===== src/core/rpms_defs.vh =====
// Behaviour
// - main enable or aux wake edge starts supplies
// - settled and stable: host clock to HF
// - sleep keeps host supply and aux clock
// - aux rising edge from power down wakes
// - unconfirmed aux wake returns to power down
// - main enable high keeps device active
// - both enables low: everything off
// - main high: mode from status register
// - bit 7 standby, recovery within 100 us
// - bits 5,1 clear: mode 1, 25 us
// - bit 1 only: receiver on, transmitter off
// - bit 5: transmitter and receiver on
// - bit 4 half power, 0x21/0x31
// - bit 0 selects 5 V, default 5 V
`ifndef RPMS_DEFS_VH
`define RPMS_DEFS_VH

// system clock rate
`define RPMS_CLK_HZ 20000000
// auxiliary host clock rate
`define RPMS_AUX_CLK_HZ 60000
// confirmation window after the clock switch, in us
`define RPMS_CONFIRM_US 100
// longest recovery from standby, in us
`define RPMS_STBY_RECOVER_US 100
// longest recovery from mode 1, in us
`define RPMS_MODE1_RECOVER_US 25
// longest times round down to whole cycles
`define RPMS_CONFIRM_CYC (`RPMS_CONFIRM_US * (`RPMS_CLK_HZ / 1000000))
`define RPMS_STBY_RECOVER_CYC (`RPMS_STBY_RECOVER_US * (`RPMS_CLK_HZ / 1000000))
`define RPMS_MODE1_RECOVER_CYC (`RPMS_MODE1_RECOVER_US * (`RPMS_CLK_HZ / 1000000))
// system cycles per half period of the auxiliary clock
`define RPMS_AUX_HALF_CYC (`RPMS_CLK_HZ / (2 * `RPMS_AUX_CLK_HZ))

// chip status control register address and reset value
`define RPMS_CSC_ADDR 8'h00
`define RPMS_CSC_RESET 8'h01
// chip status control field positions
`define RPMS_CSC_STANDBY_BIT 7
`define RPMS_CSC_RF_ON_BIT 5
`define RPMS_CSC_HALF_PWR_BIT 4
`define RPMS_CSC_RX_ONLY_BIT 1
`define RPMS_CSC_SUPPLY_5V_BIT 0

// power mode status codes
`define RPMS_PM_DOWN 3'h0
`define RPMS_PM_SLEEP 3'h1
`define RPMS_PM_START 3'h2
`define RPMS_PM_STANDBY 3'h3
`define RPMS_PM_MODE1 3'h4
`define RPMS_PM_MODE2 3'h5
`define RPMS_PM_MODE3 3'h6
`define RPMS_PM_MODE4 3'h7

`endif


===== src/core/rpms_aux_div.v =====
`timescale 1ns/1ns
`default_nettype none
`include "rpms_defs.vh"

// divider giving one-cycle ticks at twice the auxiliary clock rate
module rpms_aux_div #(
  parameter HALF_CYC = `RPMS_AUX_HALF_CYC
) (
  input wire i_clk,
  input wire i_rst_n,
  input wire i_run,
  output reg o_tick
);

  // terminal count, cut to counter width on purpose; half periods over 512 do not fit
  localparam integer LAST_I = HALF_CYC - 1;
  localparam [8:0] LAST = LAST_I[8:0];

  // cycle counter within one half period
  reg [8:0] cnt_r;

  // count while running, tick on the last cycle of each half period
  always @(posedge i_clk or negedge i_rst_n) begin
    if (!i_rst_n) begin
      cnt_r <= 9'h000;
      o_tick <= 1'b0;
    end else if (!i_run) begin
      // parked: restart the phase on the next run
      cnt_r <= 9'h000;
      o_tick <= 1'b0;
    end else if (cnt_r == LAST) begin
      cnt_r <= 9'h000;
      o_tick <= 1'b1;
    end else begin
      cnt_r <= cnt_r + 9'h001;
      o_tick <= 1'b0;
    end
  end

endmodule // rpms_aux_div
`default_nettype wire


===== src/core/rpms_sequencer.v =====
`timescale 1ns/1ns
`default_nettype none
`include "rpms_defs.vh"

// power mode sequencer of the reader front end
module rpms_sequencer #(
  parameter CONFIRM_CYC = `RPMS_CONFIRM_CYC,
  parameter STBY_RECOVER_CYC = `RPMS_STBY_RECOVER_CYC,
  parameter MODE1_RECOVER_CYC = `RPMS_MODE1_RECOVER_CYC
) (
  input wire I_CLK,
  input wire I_RSTN,
  input wire I_MAIN_ENABLE,
  input wire I_AUX_WAKE_ENABLE_PIN,
  input wire I_REG_SETTLED,
  input wire I_OSC_STABLE,
  input wire I_CSC_WR,
  input wire [7:0] I_CSC_WDATA,
  output reg [7:0] O_CSC_RDATA,
  output reg O_REG_ENABLE,
  output reg O_OSC_ENABLE,
  output reg O_HOST_SUPPLY_EN,
  output reg O_HOST_CLOCK_OUTPUT,
  output reg O_HOST_CLOCK_SEL_HF,
  output reg O_TX_ENABLE,
  output reg O_RX_ENABLE,
  output reg O_HALF_POWER,
  output reg O_SUPPLY_5V,
  output reg O_RF_READY,
  output reg [2:0] O_POWER_MODE
);

  // one-hot sequencer states
  localparam [4:0] ST_DOWN = 5'h01;
  localparam [4:0] ST_SLEEP = 5'h02;
  localparam [4:0] ST_START = 5'h04;
  localparam [4:0] ST_CONFIRM = 5'h08;
  localparam [4:0] ST_ACTIVE = 5'h10;

  // full-width counts, cut to counter width on purpose below
  localparam integer CONFIRM_LAST_I = CONFIRM_CYC - 1;
  localparam integer STBY_LOAD_I = STBY_RECOVER_CYC;
  localparam integer MODE1_LOAD_I = MODE1_RECOVER_CYC;
  // counter loads at counter width; counts above 4095 do not fit
  localparam [11:0] CONFIRM_LAST = CONFIRM_LAST_I[11:0];
  localparam [11:0] STBY_LOAD = STBY_LOAD_I[11:0];
  localparam [11:0] MODE1_LOAD = MODE1_LOAD_I[11:0];

  // reset release through two flops
  reg rst_meta_r;
  reg rst_n_r;

  always @(posedge I_CLK or negedge I_RSTN) begin
    if (!I_RSTN) begin
      rst_meta_r <= 1'b0;
      rst_n_r <= 1'b0;
    end else begin
      rst_meta_r <= 1'b1;
      rst_n_r <= rst_meta_r;
    end
  end

  // sequencer state and next value
  reg [4:0] state_r;
  reg [4:0] state_nxt;
  // wake was started by the auxiliary pin
  reg aux_wake_r;
  reg aux_wake_nxt;
  // previous level of the auxiliary pin for edge detection
  reg aux_d_r;
  // confirmation window counter
  reg [11:0] conf_cnt_r;
  reg [11:0] conf_cnt_nxt;
  // chip status control register
  reg [7:0] csc_r;
  // mode decoded last cycle, for recovery timing
  reg [2:0] mode_prev_r;
  // rf recovery counter
  reg [11:0] rec_cnt_r;
  // auxiliary clock divider tick
  wire aux_tick;

  // auxiliary pin rising edge
  wire aux_rise = I_AUX_WAKE_ENABLE_PIN & ~aux_d_r;
  // supplies settled and oscillator stable
  wire osc_ready = I_REG_SETTLED & I_OSC_STABLE;

  // decode an active mode code from the status register
  function [2:0] csc_mode;
    input [7:0] csc;
    begin
      if (csc[`RPMS_CSC_STANDBY_BIT])
        csc_mode = `RPMS_PM_STANDBY;
      else if (csc[`RPMS_CSC_RF_ON_BIT] && csc[`RPMS_CSC_HALF_PWR_BIT])
        csc_mode = `RPMS_PM_MODE3;
      else if (csc[`RPMS_CSC_RF_ON_BIT])
        csc_mode = `RPMS_PM_MODE4;
      else if (csc[`RPMS_CSC_RX_ONLY_BIT])
        csc_mode = `RPMS_PM_MODE2;
      else
        csc_mode = `RPMS_PM_MODE1;
    end
  endfunction

  // mode currently selected by the register
  wire [2:0] act_mode = csc_mode(csc_r);
  // rf section wanted: mode 2, 3 or 4
  wire rf_mode = (act_mode == `RPMS_PM_MODE2) | (act_mode == `RPMS_PM_MODE3) |
    (act_mode == `RPMS_PM_MODE4);
  // a recovery toward full operation starts this cycle
  wire rec_start = (state_r == ST_ACTIVE) && rf_mode && (mode_prev_r != act_mode) &&
    ((mode_prev_r == `RPMS_PM_STANDBY) || (mode_prev_r == `RPMS_PM_MODE1));

  // state transitions
  always @* begin
    state_nxt = state_r;
    aux_wake_nxt = aux_wake_r;
    conf_cnt_nxt = conf_cnt_r;
    case (state_r)
      ST_DOWN, ST_SLEEP: begin
        if (I_MAIN_ENABLE) begin
          state_nxt = ST_START;
          aux_wake_nxt = 1'b0;
        end else if (aux_rise) begin
          state_nxt = ST_START;
          aux_wake_nxt = 1'b1;
        end else if (I_AUX_WAKE_ENABLE_PIN) begin
          state_nxt = ST_SLEEP;
        end else begin
          state_nxt = ST_DOWN;
        end
      end
      ST_START: begin
        if (osc_ready && I_MAIN_ENABLE) begin
          state_nxt = ST_ACTIVE;
          // main confirmed early: nothing left to time out
          aux_wake_nxt = 1'b0;
        end else if (osc_ready && aux_wake_r) begin
          // aux wake: host must confirm within the window
          state_nxt = ST_CONFIRM;
          conf_cnt_nxt = 12'h000;
        end else if (!I_MAIN_ENABLE && !aux_wake_r) begin
          // main enable dropped before the clock switch
          state_nxt = I_AUX_WAKE_ENABLE_PIN ? ST_SLEEP : ST_DOWN;
        end
      end
      ST_CONFIRM: begin
        if (I_MAIN_ENABLE) begin
          state_nxt = ST_ACTIVE;
          aux_wake_nxt = 1'b0;
        end else if (conf_cnt_r == CONFIRM_LAST) begin
          state_nxt = ST_DOWN;
          aux_wake_nxt = 1'b0;
        end else begin
          conf_cnt_nxt = conf_cnt_r + 12'h001;
        end
      end
      ST_ACTIVE: begin
        // main enable low leaves active operation
        if (!I_MAIN_ENABLE)
          state_nxt = I_AUX_WAKE_ENABLE_PIN ? ST_SLEEP : ST_DOWN;
      end
      default: begin
        state_nxt = ST_DOWN;
        aux_wake_nxt = 1'b0;
        conf_cnt_nxt = 12'h000;
      end
    endcase
  end

  // state registers
  always @(posedge I_CLK or negedge rst_n_r) begin
    if (!rst_n_r) begin
      state_r <= ST_DOWN;
      aux_wake_r <= 1'b0;
      conf_cnt_r <= 12'h000;
      // high, so a pin already high at reset release is no wake edge
      aux_d_r <= 1'b1;
    end else begin
      state_r <= state_nxt;
      aux_wake_r <= aux_wake_nxt;
      conf_cnt_r <= conf_cnt_nxt;
      aux_d_r <= I_AUX_WAKE_ENABLE_PIN;
    end
  end

  // status control register, lost whenever the reader powers off
  always @(posedge I_CLK or negedge rst_n_r) begin
    if (!rst_n_r) begin
      csc_r <= `RPMS_CSC_RESET;
    end else if (state_r == ST_DOWN || state_r == ST_SLEEP) begin
      csc_r <= `RPMS_CSC_RESET;
    end else if (I_CSC_WR && state_r == ST_ACTIVE) begin
      csc_r <= I_CSC_WDATA;
    end
  end

  // recovery timing toward an rf mode
  always @(posedge I_CLK or negedge rst_n_r) begin
    if (!rst_n_r) begin
      mode_prev_r <= `RPMS_PM_MODE1;
      rec_cnt_r <= 12'h000;
    end else begin
      mode_prev_r <= (state_r == ST_ACTIVE) ? act_mode : `RPMS_PM_MODE1;
      if (state_r != ST_ACTIVE) begin
        rec_cnt_r <= 12'h000;
      end else if (rec_start && mode_prev_r == `RPMS_PM_STANDBY) begin
        rec_cnt_r <= STBY_LOAD;
      end else if (rec_start) begin
        rec_cnt_r <= MODE1_LOAD;
      // count down, holding at zero
      end else if (rec_cnt_r != 12'h000) begin
        rec_cnt_r <= rec_cnt_r - 12'h001;
      end
    end
  end

  // auxiliary clock runs in sleep and until the clock switch
  wire aux_run = (state_r == ST_SLEEP) || (state_r == ST_START);

  rpms_aux_div #(
    .HALF_CYC(`RPMS_AUX_HALF_CYC)
  ) u_aux_div (
    .i_clk(I_CLK),
    .i_rst_n(rst_n_r),
    .i_run(aux_run),
    .o_tick(aux_tick)
  );

  // registered outputs driven from the state
  always @(posedge I_CLK or negedge rst_n_r) begin
    if (!rst_n_r) begin
      O_CSC_RDATA <= 8'h00;
      O_REG_ENABLE <= 1'b0;
      O_OSC_ENABLE <= 1'b0;
      O_HOST_SUPPLY_EN <= 1'b0;
      O_HOST_CLOCK_OUTPUT <= 1'b0;
      O_HOST_CLOCK_SEL_HF <= 1'b0;
      O_TX_ENABLE <= 1'b0;
      O_RX_ENABLE <= 1'b0;
      O_HALF_POWER <= 1'b0;
      O_SUPPLY_5V <= 1'b1;
      O_RF_READY <= 1'b0;
      O_POWER_MODE <= `RPMS_PM_DOWN;
    end else begin
      // readback one cycle behind the register
      O_CSC_RDATA <= csc_r;
      O_SUPPLY_5V <= csc_r[`RPMS_CSC_SUPPLY_5V_BIT];
      O_REG_ENABLE <= (state_r == ST_START) || (state_r == ST_CONFIRM) ||
        (state_r == ST_ACTIVE);
      O_OSC_ENABLE <= (state_r == ST_START) || (state_r == ST_CONFIRM) ||
        (state_r == ST_ACTIVE);
      O_HOST_SUPPLY_EN <= (state_r != ST_DOWN);
      O_HOST_CLOCK_SEL_HF <= (state_r == ST_CONFIRM) || (state_r == ST_ACTIVE);
      if (!aux_run)
        O_HOST_CLOCK_OUTPUT <= 1'b0;
      else if (aux_tick)
        O_HOST_CLOCK_OUTPUT <= ~O_HOST_CLOCK_OUTPUT;
      if (state_r == ST_ACTIVE) begin
        O_TX_ENABLE <= (act_mode == `RPMS_PM_MODE3) || (act_mode == `RPMS_PM_MODE4);
        O_RX_ENABLE <= rf_mode;
        O_HALF_POWER <= (act_mode == `RPMS_PM_MODE3);
        // ready once the recovery count has run out
        O_RF_READY <= rf_mode && !rec_start && (rec_cnt_r <= 12'h001);
        O_POWER_MODE <= act_mode;
      end else begin
        O_TX_ENABLE <= 1'b0;
        O_RX_ENABLE <= 1'b0;
        O_HALF_POWER <= 1'b0;
        O_RF_READY <= 1'b0;
        if (state_r == ST_SLEEP)
          O_POWER_MODE <= `RPMS_PM_SLEEP;
        else if (state_r == ST_DOWN)
          O_POWER_MODE <= `RPMS_PM_DOWN;
        else
          O_POWER_MODE <= `RPMS_PM_START;
      end
    end
  end

endmodule // rpms_sequencer
`default_nettype wire


===== config.mk =====
export PLATFORM = sky130hd
export DESIGN_NAME = rpms_sequencer
export DESIGN_NICKNAME = d
export VERILOG_FILES = /design/src/core/rpms_aux_div.v /design/src/core/rpms_sequencer.v
export VERILOG_INCLUDE_DIRS = /design/src /design/src/core
export SDC_FILE = /design/constraint.sdc
export NUM_CORES = 1
export LEC_CHECK = 0
export BUFFER_PORTS_ARGS = -buffer_cell sky130_fd_sc_hd__buf_2
export CAP_MARGIN = 10
export CORE_AREA = 2 2 77 79
export DETAILED_ROUTE_END_ITERATION = 8
export DIE_AREA = 0 0 79 81
export PLACE_DENSITY = 0.8
export SETUP_SLACK_MARGIN = 0.05
export SLEW_MARGIN = 20
export SYNTH_ARGS = -nofsm -noshare
export SYNTH_HDL_FRONTEND = slang
export SYNTH_SLANG_ARGS = --single-unit

===== constraint.sdc =====
create_clock -name I_CLK -period 6.6 [get_ports I_CLK]
set_input_delay 1.32 -clock I_CLK [delete_from_list [all_inputs] [get_ports I_CLK]]
set_output_delay 1.32 -clock I_CLK [all_outputs]
set_load 0.03 [all_outputs]

==> run_results.csv <==
group,metric,value,unit
clocking,cts_tree,"built",
routing,wire_per_inst,14.36,um
critical_path,cp_max_fo,9,
power,vdd_ir_drop_max,220.4,uV
routing,wl,6547,um
grt,met3_usage,5.222,%
floorplanning,die_area,6399,sq um
grt,grt.total_usage,23.63,%
synthesis,synth_top_area_share,50.57,%
finish,fin_area,3819,sq um
finish,multiInputGateArea,1474,sq um
finish,drive_gt1_share,18.64,%
critical_path,startpoint_type,"primary input",
synthesis,ys_top_cells_by_area,"dfrtp_1 51%, nand2_1 5.4%, nor2_1 4.5%",
floorplanning,start_util,60.16,%
timing,worst_slew_pin_slew,0.6584,ns
finish,fill_cells,450,
synthesis,synthArstFlopShare,100.0,%
grt,grt_pass1_wl,11680,um
grt,grt_pass1_vias,2539,
timing,period_share,36.57,%
timing,rsz0062_at_grt,"false",
placed_design,postPlaceCellArea,3632,sq um
synthesis,syn_nets,361,
synthesis,ys.warnings.count,0,
grt,grt_use_met2,37.46,%
floorplanning,die_y,81,um
timing,setup_violations,0,
routing,dr.pass1.iters,5,
placed_design,dp_hpwl,4406,um
critical_path,path_class,"primary input to flip-flop",
synthesis,ys_seq_area_share,54.42,%
power,p_leak,1.800,nW
routing,routed_via_density,5.726,
timing,finalMaxSlewViolations,0,
synthesis,yosys.cell_types.count,59,
critical_path,cp-end-kind,"flip-flop",
floorplanning,top_level_ports,36,
routing,ant_nets,0,
power,seq_power_share,48.8,%
timing,slew_headroom,56.00,%
grt,use_met1,31.94,%
clocking,cts_max_path_buffers,2,
timing,whs,0.2192,ns
routing,drc,0,
clocking,insertion_delay,0.35,ns
finish,diodes,0,
power,power.internal,0.6986,mW
routing,first_iter_violations,246,
finish,seq_area,1859,sq um
grt,antenna_found_initial,0,
finish,area_delta_synth_final,11.84,%
floorplanning,die_x,79,um
placed_design,portBuffers,35,
power,powerDensity,276.4,nW/um^2
synthesis,synth_ff_type,"dfrtp_1",
finish,nNetsFinal,396,
grt,busiest_layer,"met2",
synthesis,synth-edff-count,0,
timing,period_minus_slack,2.413,ns
power,power_frac_comb,19.8,%
power,p_sw,0.3570,mW
critical_path,crit_required,6.84,ns
outcome,status,"completed",
synthesis,synthCells,341,
clocking,clk_pin_slew,0.09,ns
clocking,h-tree-depth,3,
synthesis,ys_ff_latch,74,
timing,fmax,0.4143,GHz
grt,grt_max_degree,52,
synthesis,avgSynthCellArea,10.01,sq um
clocking,root_buffer,"clkbuf_8",
clocking,postCtsSetupRepairBufs,0,
clocking,cts_hold_buf,0,
floorplanning,fp.coreArea,5675,sq um
clocking,numCtsBuffers,9,
power,clkPwrFrac,31.3,%
clocking,cts_resized,0,
grt,grt_overflow,0,
timing,finClkSkew,0.007285,ns
timing,fin_tns_setup,0,ns
synthesis,netlist_area,3415,sq um
clocking,numClockSinks,74,
routing,dr_total_vias,2611,
hold_path,hp-class,"flip-flop to asynchronous set/reset pin",
placed_design,gp_congestion,0.8054,
finish,post-route-util,67.28,%
synthesis,synth_top_cell_by_area,"dfrtp_1",
critical_path,arrival,2.65,ns
power,switching_share,33.82,%
power,total_power,1.056,mW
flow_run,maxCapViolCount,0,
floorplanning,num_rows,28,
timing,hold_viol,0,
[final timing paths]
| kind | cells after the start | slack, ns | from | end |
|---|---|---|---|---|
| setup reg to reg | 7 | 4.26 | rec_cnt_r[0] | rec_cnt_r[2] |
| hold reg to reg | 0 | 0.22 | rst_n_r | O_CSC_RDATA[4] |
| setup / recovery | 5 | 4.19 | I_OSC_STABLE | conf_cnt_r[10] |
| max in group asynchronous | 1 | 5.38 | rst_n_r | u_aux_div.o_tick |
| hold / removal | 0 | 0.22 | rst_n_r | O_CSC_RDATA[4] |
| min in group I_CLK | 0 | 0.36 | rst_meta_r | rst_n_r |
[layout by cell type, fill, tap and decap left out, types with 2 or more instances in the layout]
cell | netlist | routed
a21oi_1 | 16 | 16
a221oi_1 | 2 | 2
a31oi_1 | 2 | 2
and2_1 | 5 | 5
and3_1 | 10 | 10
and4_1 | 2 | 2
buf_2 | 3 | 35
clkbuf_8 | 0 | 10
clkinvlp_4 | 0 | 3
dfrtp_1 | 69 | 68
dfstp_2 | 5 | 5
ha_1 | 5 | 5
inv_1 | 6 | 6
inv_6 | 0 | 2
mux2i_1 | 2 | 2
nand2_1 | 49 | 49
nand2b_1 | 3 | 3
nand3_1 | 14 | 14
nand3b_1 | 3 | 3
nand4_1 | 4 | 4
nor2_1 | 41 | 41
nor3_1 | 5 | 5
nor3b_1 | 3 | 3
nor4_1 | 2 | 2
nor4bb_1 | 2 | 2
o211ai_1 | 3 | 3
o21a_1 | 2 | 2
o21ai_0 | 23 | 23
o31ai_1 | 2 | 2
or4_1 | 2 | 2
xnor2_1 | 7 | 7
xor2_1 | 13 | 13
[Yosys cell counts (6+ instances only)]
cell and count:
dfrtp_1 69, nand2_1 49, nor2_1 41, o21ai_0 23
a21oi_1 16, nand3_1 14, xor2_1 13, and3_1 10
clkbuf_1 7, xnor2_1 7, inv_1 6
[per-layer routing]
layer / vias up / share of wire [%] / routed length, um
li1: 1263 / - / -
met1: 1283 / 46 / 3019
met2: 54 / 48 / 3169
met3: 11 / 3.7 / 245
met4: 0 / 1.7 / 113
met5: - / 0 / 0
[registers in the layout, summed over array words and instances (netlist names), 3 cells and up]
name and count:
conf_cnt_r 12, O_CSC_RDATA 8, rec_cnt_r 12, u_aux_div.cnt_r 9
csc_r 8, O_POWER_MODE 3, mode_prev_r 3, state_r 5
[power groups by stage]
stage | logic (mW) | registers [mW] | clock network, mW
after floorplan | 0.145 | 0.536 | 0
after global placement | 0.206 | 0.523 | 0
after detailed placement | 0.211 | 0.524 | 0
after CTS | 0.211 | 0.515 | 0.340
after global routing | 0.238 | 0.521 | 0.354
final | 0.210 | 0.515 | 0.331
[kinds of logic (layout without fill, tap and decap cells)]
| kind of cell | Yosys count | after routing | synth area share (%) |
|---|---|---|---|
| AOI/OAI and AO/OA | 64 | 64 | 12.39 |
| xor gates and xnor gates | 20 | 20 | 5.130 |
| adders and majority gates | 5 | 5 | 1.832 |
| buffers and inverters | 18 | 58 | 2.418 |
| DFF | 74 | 74 | 54.42 |
| muxes | 2 | 2 | 0.5863 |
| other | 1 | 1 | 0.1098 |
| and+or+nand+nor | 157 | 157 | 23.12 |
[metrics by stage]
| step | setup slack, ns | cells |
|---|---|---|
| floorplan | 4.038 | 341 |
| global placement | 3.916 | 440 |
| detailed placement | 3.856 | 440 |
| CTS | 4.198 | 456 |
| global route | 4.108 | 456 |
| finish | 4.187 | 456 |
[cell type report]
cell class | instances | share of cell area, %
Inverter | 6 | 0.5898
Tap cell | 75 | 2.457
Multi-Input combinational cell | 249 | 38.60
Clock buffer | 10 | 3.604
Timing Repair Buffer | 36 | 4.784
Sequential cell | 74 | 48.69
Clock inverter | 6 | 1.278
[critical path, stage by stage]
cell      delay, ns
buf_2          0.09
nand2_1        0.11
nor3b_1        0.42
o221ai_2       0.29
a221o_1        0.41
No activity file was read; power rests on OpenSTA's default activity.
